`src/common/tpp_pkg.sv`:
```
package tpp_pkg;

  // ************************************************************
  // Register map (byte addresses, one aligned word each)
  // ************************************************************
  localparam logic [7:0] OFF_MODE = 8'h00;
  localparam logic [7:0] OFF_CCC = 8'h04;
  localparam logic [7:0] OFF_PRESCALE = 8'h08;
  localparam logic [7:0] OFF_OUTCTL = 8'h0C;
  localparam logic [7:0] OFF_CCA = 8'h10;
  localparam logic [7:0] OFF_CCB = 8'h14;
  localparam logic [7:0] OFF_COUNT = 8'h18;
  localparam logic [7:0] OFF_STATUS = 8'h1C;

  // ************************************************************
  // Field positions
  // ************************************************************
  localparam int CCC_A_CAPTURE = 0;
  localparam int CCC_B_CAPTURE = 1;
  localparam int PRS_CLK_LO = 0;
  localparam int PRS_EDGE_A_LO = 4;
  localparam int PRS_EDGE_B_LO = 6;
  localparam int OUT_ENABLE = 0;
  localparam int OUT_A_INVERT = 1;
  localparam int OUT_FORCE_HIGH = 2;
  localparam int OUT_FORCE_LOW = 3;
  localparam int OUT_B_INVERT = 4;
  localparam int STS_OVERFLOW = 0;

  // ************************************************************
  // Encodings and reset values
  // ************************************************************
  localparam logic [1:0] MODE_CODE_STOP = 2'h0;
  localparam logic [1:0] MODE_CODE_FREE = 2'h1;
  localparam logic [1:0] MODE_CODE_CLEAR_A = 2'h2;
  localparam logic [1:0] MODE_CODE_RESTART = 2'h3;
  localparam logic [1:0] CLK_SEL_DIV1 = 2'h0;
  localparam logic [1:0] CLK_SEL_DIV4 = 2'h1;
  localparam logic [1:0] CLK_SEL_DIV256 = 2'h2;
  localparam logic [1:0] CLK_SEL_EDGE_A = 2'h3;
  localparam logic [1:0] EDGE_FALL = 2'h0;
  localparam logic [1:0] EDGE_RISE = 2'h1;
  localparam logic [1:0] EDGE_BOTH = 2'h3;
  localparam logic [7:0] DIV4_TERM = 8'h03;
  localparam logic [7:0] DIV256_TERM = 8'hFF;
  localparam logic [15:0] COUNT_ALL_ONES = 16'hFFFF;
  localparam logic [15:0] COUNT_ZERO = 16'h0000;
  localparam logic [31:0] RESET_WORD = 32'h0000_0000;

  typedef enum logic [1:0] {
    TPP_STOP,
    TPP_FREE,
    TPP_CLEAR_A,
    TPP_RESTART
  } tpp_mode_type;

endpackage : tpp_pkg

```
`src/hw/tpp_timer.sv`:
```
// Decided for this implementation: the register addresses and register access over APB.
`timescale 1ns/1ns
module tpp_timer (
  // APB slave
  input wire logic pclk,
  input wire logic presetn,
  input wire logic psel,
  input wire logic penable,
  input wire logic pwrite,
  input wire logic [7:0] paddr,
  input wire logic [31:0] pwdata,
  output logic [31:0] prdata,
  output logic pready,
  output logic pslverr,
  // Pins
  input wire logic trigger_input_a,
  input wire logic trigger_input_b,
  output logic timer_output_pin,
  // Events
  output logic match_irq_a,
  output logic capture_irq_b
);
  import tpp_pkg::*;

  // ************************************************************
  // Helpers
  // ************************************************************
  function automatic logic edge_hit(input logic [1:0] sel, input logic rise,
                                    input logic fall);
    case (sel)
      EDGE_FALL: edge_hit = fall;
      EDGE_RISE: edge_hit = rise;
      EDGE_BOTH: edge_hit = rise | fall;
      default: edge_hit = 1'b0;
    endcase
  endfunction : edge_hit

  function automatic tpp_mode_type mode_of(input logic [1:0] code);
    case (code)
      MODE_CODE_FREE: mode_of = TPP_FREE;
      MODE_CODE_CLEAR_A: mode_of = TPP_CLEAR_A;
      MODE_CODE_RESTART: mode_of = TPP_RESTART;
      default: mode_of = TPP_STOP;
    endcase
  endfunction : mode_of

  logic [1:0] timer_mode_control_q;
  logic [1:0] capture_compare_control_q;
  logic [7:0] prescaler_edge_select_q;
  logic [4:0] output_control_q;
  logic [15:0] compare_capture_a_q;
  logic [15:0] compare_capture_b_q;
  logic [15:0] timer_count_q;
  logic overflow_flag_q;
  logic [7:0] div_q;
  logic [1:0] sync_a_q, sync_b_q;
  logic [1:0] samp_a_q, samp_b_q;
  logic level_a_q, level_b_q;
  logic out_ff_q;
  logic wr_en, rd_setup;
  logic tick, base_tick;
  logic rise_a, fall_a, rise_b, fall_b;
  logic edge_a, edge_b, edge_a_raw;
  logic cap_a_mode, cap_b_mode;
  logic match_a, match_b, wrap;
  logic ovf_clear;
  tpp_mode_type mode;

  assign wr_en = psel & penable & pready & pwrite;
  assign rd_setup = psel & ~penable;
  assign mode = mode_of(timer_mode_control_q);
  assign cap_a_mode = capture_compare_control_q[CCC_A_CAPTURE];
  assign cap_b_mode = capture_compare_control_q[CCC_B_CAPTURE];

  // ************************************************************
  // Count clock selection
  // ************************************************************
  always_ff @(posedge pclk or negedge presetn) begin
    if (!presetn) begin
      div_q <= 8'h00;
    end else if (mode == TPP_STOP) begin
      div_q <= 8'h00;
    end else begin
      div_q <= div_q + 8'h01;
    end
  end

  always_comb begin
    case (prescaler_edge_select_q[PRS_CLK_LO +: 2])
      CLK_SEL_DIV1: base_tick = 1'b1;
      CLK_SEL_DIV4: base_tick = (div_q[1:0] == DIV4_TERM[1:0]);
      CLK_SEL_DIV256: base_tick = (div_q == DIV256_TERM);
      default: base_tick = 1'b0;
    endcase
  end

  // ************************************************************
  // Input synchronisers and noise filter
  // ************************************************************
  always_ff @(posedge pclk or negedge presetn) begin
    if (!presetn) begin
      sync_a_q <= 2'b00;
      sync_b_q <= 2'b00;
    end else begin
      sync_a_q <= {sync_a_q[0], trigger_input_a};
      sync_b_q <= {sync_b_q[0], trigger_input_b};
    end
  end

  // Filter samples at the count clock; external count mode samples each pclk
  logic filt_tick;
  assign filt_tick = (prescaler_edge_select_q[PRS_CLK_LO +: 2] == CLK_SEL_EDGE_A) |
                     base_tick;

  always_ff @(posedge pclk or negedge presetn) begin
    if (!presetn) begin
      samp_a_q <= 2'b00;
      samp_b_q <= 2'b00;
      level_a_q <= 1'b0;
      level_b_q <= 1'b0;
    end else if (filt_tick) begin
      samp_a_q <= {samp_a_q[0], sync_a_q[1]};
      samp_b_q <= {samp_b_q[0], sync_b_q[1]};
      if (samp_a_q[1] == samp_a_q[0]) begin
        level_a_q <= samp_a_q[0];
      end
      if (samp_b_q[1] == samp_b_q[0]) begin
        level_b_q <= samp_b_q[0];
      end
    end
  end

  assign rise_a = filt_tick & (samp_a_q[1] == samp_a_q[0]) & samp_a_q[0] & ~level_a_q;
  assign fall_a = filt_tick & (samp_a_q[1] == samp_a_q[0]) & ~samp_a_q[0] & level_a_q;
  assign rise_b = filt_tick & (samp_b_q[1] == samp_b_q[0]) & samp_b_q[0] & ~level_b_q;
  assign fall_b = filt_tick & (samp_b_q[1] == samp_b_q[0]) & ~samp_b_q[0] & level_b_q;
  assign edge_a_raw = edge_hit(prescaler_edge_select_q[PRS_EDGE_A_LO +: 2], rise_a, fall_a);
  assign edge_a = (mode != TPP_STOP) & edge_a_raw;
  assign edge_b = (mode != TPP_STOP) &
                  edge_hit(prescaler_edge_select_q[PRS_EDGE_B_LO +: 2], rise_b, fall_b);

  assign tick = (mode != TPP_STOP) &
                ((prescaler_edge_select_q[PRS_CLK_LO +: 2] == CLK_SEL_EDGE_A) ?
                 edge_a_raw : base_tick);

  // ************************************************************
  // Counter and compare
  // ************************************************************
  assign match_a = tick & ~cap_a_mode & (timer_count_q == compare_capture_a_q);
  assign match_b = tick & ~cap_b_mode & (timer_count_q == compare_capture_b_q);
  assign wrap = tick & (timer_count_q == COUNT_ALL_ONES);

  always_ff @(posedge pclk or negedge presetn) begin
    if (!presetn) begin
      timer_count_q <= COUNT_ZERO;
    end else if (mode == TPP_STOP) begin
      timer_count_q <= COUNT_ZERO;
    end else if (mode == TPP_RESTART && edge_a) begin
      timer_count_q <= COUNT_ZERO;
    end else if (mode == TPP_CLEAR_A && match_a) begin
      timer_count_q <= COUNT_ZERO;
    end else if (tick) begin
      timer_count_q <= timer_count_q + 16'h0001;
    end
  end

  // Set wins over a software clear in the same cycle
  assign ovf_clear = wr_en && paddr == OFF_STATUS && pwdata[STS_OVERFLOW];
  always_ff @(posedge pclk or negedge presetn) begin
    if (!presetn) begin
      overflow_flag_q <= 1'b0;
    end else if (wrap) begin
      overflow_flag_q <= 1'b1;
    end else if (ovf_clear) begin
      overflow_flag_q <= 1'b0;
    end
  end

  // ************************************************************
  // Interrupt pulses
  // ************************************************************
  always_ff @(posedge pclk or negedge presetn) begin
    if (!presetn) begin
      match_irq_a <= 1'b0;
      capture_irq_b <= 1'b0;
    end else begin
      // Match interrupt A; also on capture into A
      match_irq_a <= match_a | (cap_a_mode & edge_b);
      // Capture interrupt B; also on capture into B, triggered by the A input
      capture_irq_b <= match_b | (cap_b_mode & edge_a);
    end
  end

  // ************************************************************
  // Timer output
  // ************************************************************
  always_ff @(posedge pclk or negedge presetn) begin
    if (!presetn) begin
      out_ff_q <= 1'b0;
    end else if (mode == TPP_STOP) begin
      out_ff_q <= 1'b0;
      if (wr_en && paddr == OFF_OUTCTL && pwdata[OUT_FORCE_HIGH]) begin
        out_ff_q <= 1'b1;
      end
    end else if (match_b && output_control_q[OUT_B_INVERT]) begin
      // B match ends high pulse; width B plus one in TPP_CLEAR_A mode
      out_ff_q <= 1'b0;
    end else if (match_a && output_control_q[OUT_A_INVERT]) begin
      out_ff_q <= 1'b1;
    end
  end

  always_ff @(posedge pclk or negedge presetn) begin
    if (!presetn) begin
      timer_output_pin <= 1'b0;
    end else begin
      timer_output_pin <= output_control_q[OUT_ENABLE] & out_ff_q;
    end
  end

  // ************************************************************
  // Registers
  // ************************************************************
  always_ff @(posedge pclk or negedge presetn) begin
    if (!presetn) begin
      timer_mode_control_q <= MODE_CODE_STOP;
      capture_compare_control_q <= 2'b00;
      prescaler_edge_select_q <= 8'h00;
      output_control_q <= 5'h00;
    end else if (wr_en) begin
      case (paddr)
        OFF_MODE: timer_mode_control_q <= pwdata[1:0];
        OFF_CCC: capture_compare_control_q <= pwdata[1:0];
        OFF_PRESCALE: prescaler_edge_select_q <= {pwdata[7:4], 2'b00, pwdata[1:0]};
        // Force high acts once, in stop mode only; force low has no effect; both read back as zero
        OFF_OUTCTL: output_control_q <= {pwdata[OUT_B_INVERT], 2'b00, pwdata[1:0]};
        default: ;
      endcase
    end
  end

  // Capture beats a software write landing in the same cycle
  always_ff @(posedge pclk or negedge presetn) begin
    if (!presetn) begin
      compare_capture_a_q <= COUNT_ZERO;
    end else if (cap_a_mode && edge_b) begin
      compare_capture_a_q <= timer_count_q;
    end else if (wr_en && paddr == OFF_CCA) begin
      compare_capture_a_q <= pwdata[15:0];
    end
  end

  always_ff @(posedge pclk or negedge presetn) begin
    if (!presetn) begin
      compare_capture_b_q <= COUNT_ZERO;
    end else if (cap_b_mode && edge_a) begin
      compare_capture_b_q <= timer_count_q;
    end else if (wr_en && paddr == OFF_CCB) begin
      compare_capture_b_q <= pwdata[15:0];
    end
  end

  // ************************************************************
  // APB answer: no wait states, data loaded in setup
  // ************************************************************
  always_ff @(posedge pclk or negedge presetn) begin
    if (!presetn) begin
      pready <= 1'b0;
      pslverr <= 1'b0;
      prdata <= RESET_WORD;
    end else begin
      pready <= rd_setup;
      pslverr <= 1'b0;
      prdata <= RESET_WORD;
      if (rd_setup) begin
        case (paddr)
          OFF_MODE: prdata <= {30'h0, timer_mode_control_q};
          OFF_CCC: prdata <= {30'h0, capture_compare_control_q};
          OFF_PRESCALE: prdata <= {24'h0, prescaler_edge_select_q};
          OFF_OUTCTL: prdata <= {27'h0, output_control_q};
          OFF_CCA: prdata <= {16'h0, compare_capture_a_q};
          OFF_CCB: prdata <= {16'h0, compare_capture_b_q};
          OFF_COUNT: prdata <= {16'h0, timer_count_q};
          OFF_STATUS: prdata <= {31'h0, overflow_flag_q};
          default: pslverr <= 1'b1;
        endcase
      end
    end
  end

endmodule : tpp_timer

```
`config.mk`:
```
export PLATFORM = sky130hd
export DESIGN_NAME = tpp_timer
export DESIGN_NICKNAME = d
export VERILOG_FILES = /design/src/common/tpp_pkg.sv /design/src/hw/tpp_timer.sv
export SDC_FILE = /design/constraint.sdc
export NUM_CORES = 1
export LEC_CHECK = 0
export ABC_AREA = 1
export BUFFER_PORTS_ARGS = -buffer_cell sky130_fd_sc_hd__buf_2
export CAP_MARGIN = 40
export CORE_MARGIN = 2
export CORE_UTILIZATION = 52
export DETAILED_ROUTE_END_ITERATION = 10
export GPL_ROUTABILITY_DRIVEN = 0
export HOLD_SLACK_MARGIN = 0.08
export PLACE_DENSITY = 0.85
export SLEW_MARGIN = 20
export SYNTH_ARGS = -nofsm -noshare
export SYNTH_HDL_FRONTEND = slang
export SYNTH_SLANG_ARGS = --single-unit
```
`constraint.sdc`:
```
create_clock -name pclk -period 1.7 [get_ports pclk]
set_input_delay 0.34 -clock pclk [delete_from_list [all_inputs] [get_ports pclk]]
set_output_delay 0.34 -clock pclk [all_outputs]
set_load 0.02 [all_outputs]
```
Word-level counts from Yosys, hierarchy flattened
Index checks and enable logic that the tools add are counted.
Widths: inputs -> output; s select.

word-level totals
  bits in registers = 118
  output and inout bits = 37
  logic and storage cells = 141

cells by class
  $add $sub $neg = 2
  equality and inequality tests = 26
  multiplexer cells = 24
  reductions and logical operators = 30
  bitwise logic cells = 37

operators with widths
  kind                   number
  $mux 16                9
  $pmux 16 s8            1
  $eq 16x16->1           2
  $eq 8x5->1 const B     4
  $and 1x1->1            25
  $eq 2x2->1 const B     9
  $add 16x1->16 const B  1
  $eq 16x16->1 const B   1
  $eq 8x4->1 const B     2
  $logic_and 1x1->1      12
  $reduce_and 2->1       6
  $mux 1                 9
  $pmux 1 s3             3
  $add 8x1->8 const B    1
  $eq 2x1->1 const B     4
  $eq 8x3->1 const B     1
  $eq 8x8->1 const B     1
  $logic_not 2->1        4
  $logic_not 8->1        1
  $mux 8                 1
  $reduce_bool 2->1      4
  $reduce_or 8->1        1
  $not 1->1              7
  $pmux 2 s3             1
  other kinds (4)        9

Logic depth before layout (Yosys ltp)
  depth after elaboration = 16
  mapped depth = 15

Worst setup path after synthesis
No wires, ideal clock.

  path kind = reg-to-reg
  start = reg div_q[0]
  end = reg timer_count_q[9]
  period minus slack after synthesis = 1.798 ns
  slack = -0.098 ns
  library setup time = 0.121 ns
  stages on the path, launching flop included = 15
  data required time = 1.579 ns
  path buffers = 2
  arrival = 1.677 ns
  cell sequence = dfrtp_1 > ha_1 > nand3_2 > nor2_4 > nand2_2 > nand2_2 > buf_6 > nand3_4 > nand3_4 > nand3_2 > nand2_2 > nand2_4 > buf_6 > nand3_2 > nand2_2

between the ends
  word-level cells in the longest chain between the ends = 16
  elaborated cells between the ends (all ways) = 22
  those cells by class = eq/ne (2); mux (6); bitwise (11); reduce/logical (3)

RTL lines
  element                                              line                                text
  start, declared                                      tpp_timer.sv:55                     logic [7:0] div_q;
  start signal, assigned                               tpp_timer.sv:84                     div_q <= div_q + 8'h01;
  $eq 8x8->1 or $eq 2x2->1 (tied branches)             tpp_timer.sv:92, tpp_timer.sv:91
  $pmux 1 s3 *                                         tpp_timer.sv:89                     case (prescaler_edge_select_q[PRS_CLK_LO +: 2])
  $or 1x1->1                                           tpp_timer.sv:112                    assign filt_tick = (prescaler_edge_select_q[PRS_CLK_LO +: 2] == CLK_SEL_EDGE_A) |
  $and 1x1->1                                          tpp_timer.sv:133, tpp_timer.sv:134
  $and 1x1->1, on equally long branches (2 in series)  tpp_timer.sv:133, tpp_timer.sv:134
  $or 1x1->1                                           tpp_timer.sv:33                     EDGE_BOTH: edge_hit = rise | fall;
  $pmux 1 s3                                           tpp_timer.sv:30                     case (sel)
  $mux 1                                               tpp_timer.sv:143                    ((prescaler_edge_select_q[PRS_CLK_LO +: 2] == CLK_SEL_EDGE_A) ?
  $and 1x1->1                                          tpp_timer.sv:142                    assign tick = (mode != TPP_STOP) &
  $and 1x1->1 (2 in series)                            tpp_timer.sv:149                    assign match_a = tick & ~cap_a_mode & (timer_count_q == compare_capture_a_q);
  $logic_and 1x1->1                                    tpp_timer.sv:160                    end else if (mode == TPP_CLEAR_A && match_a) begin
  $mux 16                                              tpp_timer.sv:160
  $mux 16                                              tpp_timer.sv:158                    end else if (mode == TPP_RESTART && edge_a) begin
  $mux 16                                              tpp_timer.sv:156                    end else if (mode == TPP_STOP) begin
  end signal, assigned                                 tpp_timer.sv:163                    timer_count_q <= timer_count_q + 16'h0001;
  end, declared                                        tpp_timer.sv:53                     logic [15:0] timer_count_q;

Every way passes the cells marked *; elsewhere a longest branch is shown, timed or not.
A chain may end at the register's enable or synchronous reset.

Final worst setup path
  start = reg timer_count_q[3]
  end = reg timer_count_q[15]

between the ends
  word-level cells in the longest chain between the ends = 6
  elaborated cells between the ends (all ways) = 9
  those cells by class = add/sub (1); eq/ne (1); mux (4); bitwise (1); reduce/logical (2)

RTL lines
  element
  branches (longest 6 deep; another with $add 16x1->16)

Several ways; the timed one is not identified. The select of a mux whose other input is x is not followed.

==> impl_metrics.json <==
{
  "status": "finished with violations",
  "failed_checks": "DRC, setup timing",
  "wl_per_cell_um": 23.8,
  "cts-buffers-inserted": 9,
  "worst-path-max-fanout": 5,
  "pre_cts_slack_ps": -266,
  "finalSetupViolCount": 52,
  "cts-root-buf": "clkbuf_16",
  "yosysTopAreaCell": "dfrtp_1",
  "peakVddDrop_mv": 0.874,
  "cp-startpoint": "timer_count_q[3]",
  "power.leakage_nw": 3.95,
  "dp_hpwl_um": 11700,
  "cts_tree": "built",
  "syn_inst": 736,
  "clockBufferDepth": 2,
  "antenna_found_initial": 0,
  "drtIter0Drc": 1559,
  "finish.instance_area_um2": 8080,
  "ant_nets": 0,
  "coreArea_um2": 11300,
  "dieArea_um2": 12400,
  "antenna_cells": 0,
  "clock-sinks": 102,
  "final.period_utilization_pct": 125,
  "fin_nets": 934,
  "p_sw_mw": 1.16,
  "seqPwrFrac_pct": 48.7,
  "hold_path.class": "in2reg",
  "min-delay-start": "penable",
  "ys.flop_type": "dfrtp_1",
  "synth-edff-count": 0,
  "reg2reg_from": "timer_count_q[3]",
  "grt_pass1_wl_um": 31900,
  "area_delta_synth_final_pct": 35.1,
  "start_util_pct": 52.8,
  "max-slew-margin-rel_pct": 46.2,
  "final_common_cell": "nand2_1",
  "synth.avg_cell_area_um2": 8.13,
  "synth-seq-area-share_pct": 42.7,
  "fin_skew_ps": 10.0,
  "cap_violations": 0,
  "worstPathArrival_ps": 2380,
  "critical_path.max_stage_delay_ps": 500,
  "ys_types": 45,
  "cp_cell_sequence": "inv_1, nor3_1, nand4_1, nor2_1, nand4_1, nor2_1, nor2_1, nand2_1, nor2_1",
  "power_switching_share_pct": 23.0,
  "place_area_um2": 7010,
  "crit_top_cell": "nor2_1",
  "grt_pass1_vias": 6035,
  "finalHoldViolations": 0,
  "drc_errors": 33,
  "period_minus_slack_ps": 2120,
  "track_usage_pct": 33.0,
  "syn_area_um2": 5980,
  "clkLatencyLatePin_ps": 370,
  "worst_slack_ps": -423,
  "crit_type": "reg2reg",
  "clkSlewWorstSetupHoldPaths_ps": 70,
  "final_cell_mix": "116 x nand2_1, 107 x inv_1, 101 x dfrtp_1, 93 x buf_4, 69 x nor2_1",
  "combinationalPowerShare_pct": 5.8,
  "rows": 39,
  "async_reset_ff_share_pct": 100,
  "via_count": 6867,
  "cp-end-kind": "register",
  "dr.pass1.iters": 11,
  "power.internal_mw": 3.90,
  "grt_max_degree": 72,
  "drive_above_1_share_pct": 32.6,
  "yosysTopAreaCellShare_pct": 42.7,
  "hold_slack_ps": 147,
  "cp_slowest_cell": "dfrtp_1",
  "p_clk_share_pct": 45.5,
  "final_util_pct": 71.4,
  "yosysWarnings": 0,
  "critPathLaunchType": "register",
  "final_cell_count_no_fill": 1032,
  "htreeDepth": 3,
  "fmax_ghz": 0.471,
  "synth.area.top_cells": "dfrtp_1 43%, nand2_1 7.5%, inv_1 6.9%",
  "worst_ep_required_time_ps": 1960,
  "fillers": 656,
  "viasPerCell": 6.65,
  "io_buffers": 51,
  "die_w_um": 111,
  "tightest_slew_ps": 806,
  "synth-seq-cells": 102,
  "slew_violations": 0,
  "overflow": 0,
  "wl_um": 24500,
  "dieHeight_um": 111,
  "ios": 84,
  "rsz0062_at_grt": "yes",
  "dp_cells": 994,
  "powerDensity_nw_per_um2": 627
}
[flip-flops by register name (all words and copies together) (netlist names), 3 cells and up]
signal	count
timer_count_q	16
output_control_q	3
prescaler_edge_select_q	6
prdata	16
div_q	8
compare_capture_a_q	16
compare_capture_b_q	16
[timing repair]
item                                   CTS  global route
resized for setup                       27            46
endpoints found under the hold margin  104             0
setup endpoints to repair               52            54
buffers inserted                         5             2
hold buffers                             3             0
gates cloned                             8             6
pin swaps                               11            13
[final cells by class]
type                    instances  area, um^2  area share (%)
clock buffers                  12         256            3.17
inverters                     116         444            5.50
flip-flops and latches        102        2550            31.6
multi-input cells             489        3150            39.0
repair buffers                167        1430            17.7
well taps                     143         179            2.21
clock inverters                 3        67.6           0.836
[synthesized netlist by cell type, types with 13 or more instances]
master / n
buf_4: 19
nand3_1: 72
o211ai_2: 15
o211ai_1: 14
nand2_2: 18
o22ai_1: 21
o221ai_1: 15
inv_1: 110
dfrtp_1: 102
nor2_1: 74
o21ai_0: 36
nand2_1: 119
nand3_2: 13
[through the flow]
| step | TNS [ps] | total power, mW |
|---|---|---|
| 5_1_grt | -17630 | 5.19 |
| 2_1_floorplan | -1730 | 2.65 |
| 4_1_cts | -10100 | 5.01 |
| 3_3_place_gp | -6810 | 2.76 |
| 6_report | -15020 | 5.07 |
| 3_5_place_dp | -10240 | 2.76 |
[power by group through the flow]
| stage | Sequential [mW] | Clock, mW | Combinational, mW |
|---|---|---|---|
| 2_1_floorplan | 2.51 | 0 | 0.135 |
| 3_3_place_gp | 2.51 | 0 | 0.245 |
| 3_5_place_dp | 2.51 | 0 | 0.250 |
| 4_1_cts | 2.47 | 2.28 | 0.269 |
| 5_1_grt | 2.47 | 2.40 | 0.314 |
| 6_report | 2.47 | 2.31 | 0.294 |
[final timing paths]
kind                       cells past startpoint  slack (ps)                endpoint
max in group asynchronous                      3         810  compare_capture_a_q[8]
hold reg to reg                                0         350             sync_a_q[1]
setup reg to reg                               9        -420       timer_count_q[15]
setup / recovery                               9        -420       timer_count_q[15]
hold / removal                                 2         150                  pready
min in group asynchronous                      3         520               level_b_q
[cells by family after synthesis]
family	Yosys count	synth area share, %
fa+ha+maj	2	0.418
other cells	1	0.0627
xor+xnor	18	2.64
buf+inv	163	12.8
mux	2	0.356
compound gates	124	14.9
flops	102	42.7
simple gates	324	26.2
[layer usage]
metal / GRT usage, % / wire, um / vias to the layer above
met1: 41.4 / 8050 / 3141
met2: 49.6 / 10300 / 751
met4: 22.0 / 2290 / 0
met5: 0 / 0 / -
li1: - / - / 2703
met3: 9.51 / 3870 / 272
[critical path, delay by kind of cell (launching register included)]
kind / cells / cell delay [ps]
buffers and inverters: 1 / 220
flip-flops: 1 / 500
AND/OR/NAND/NOR: 8 / 1300
Power figures use the tool's default switching activity.
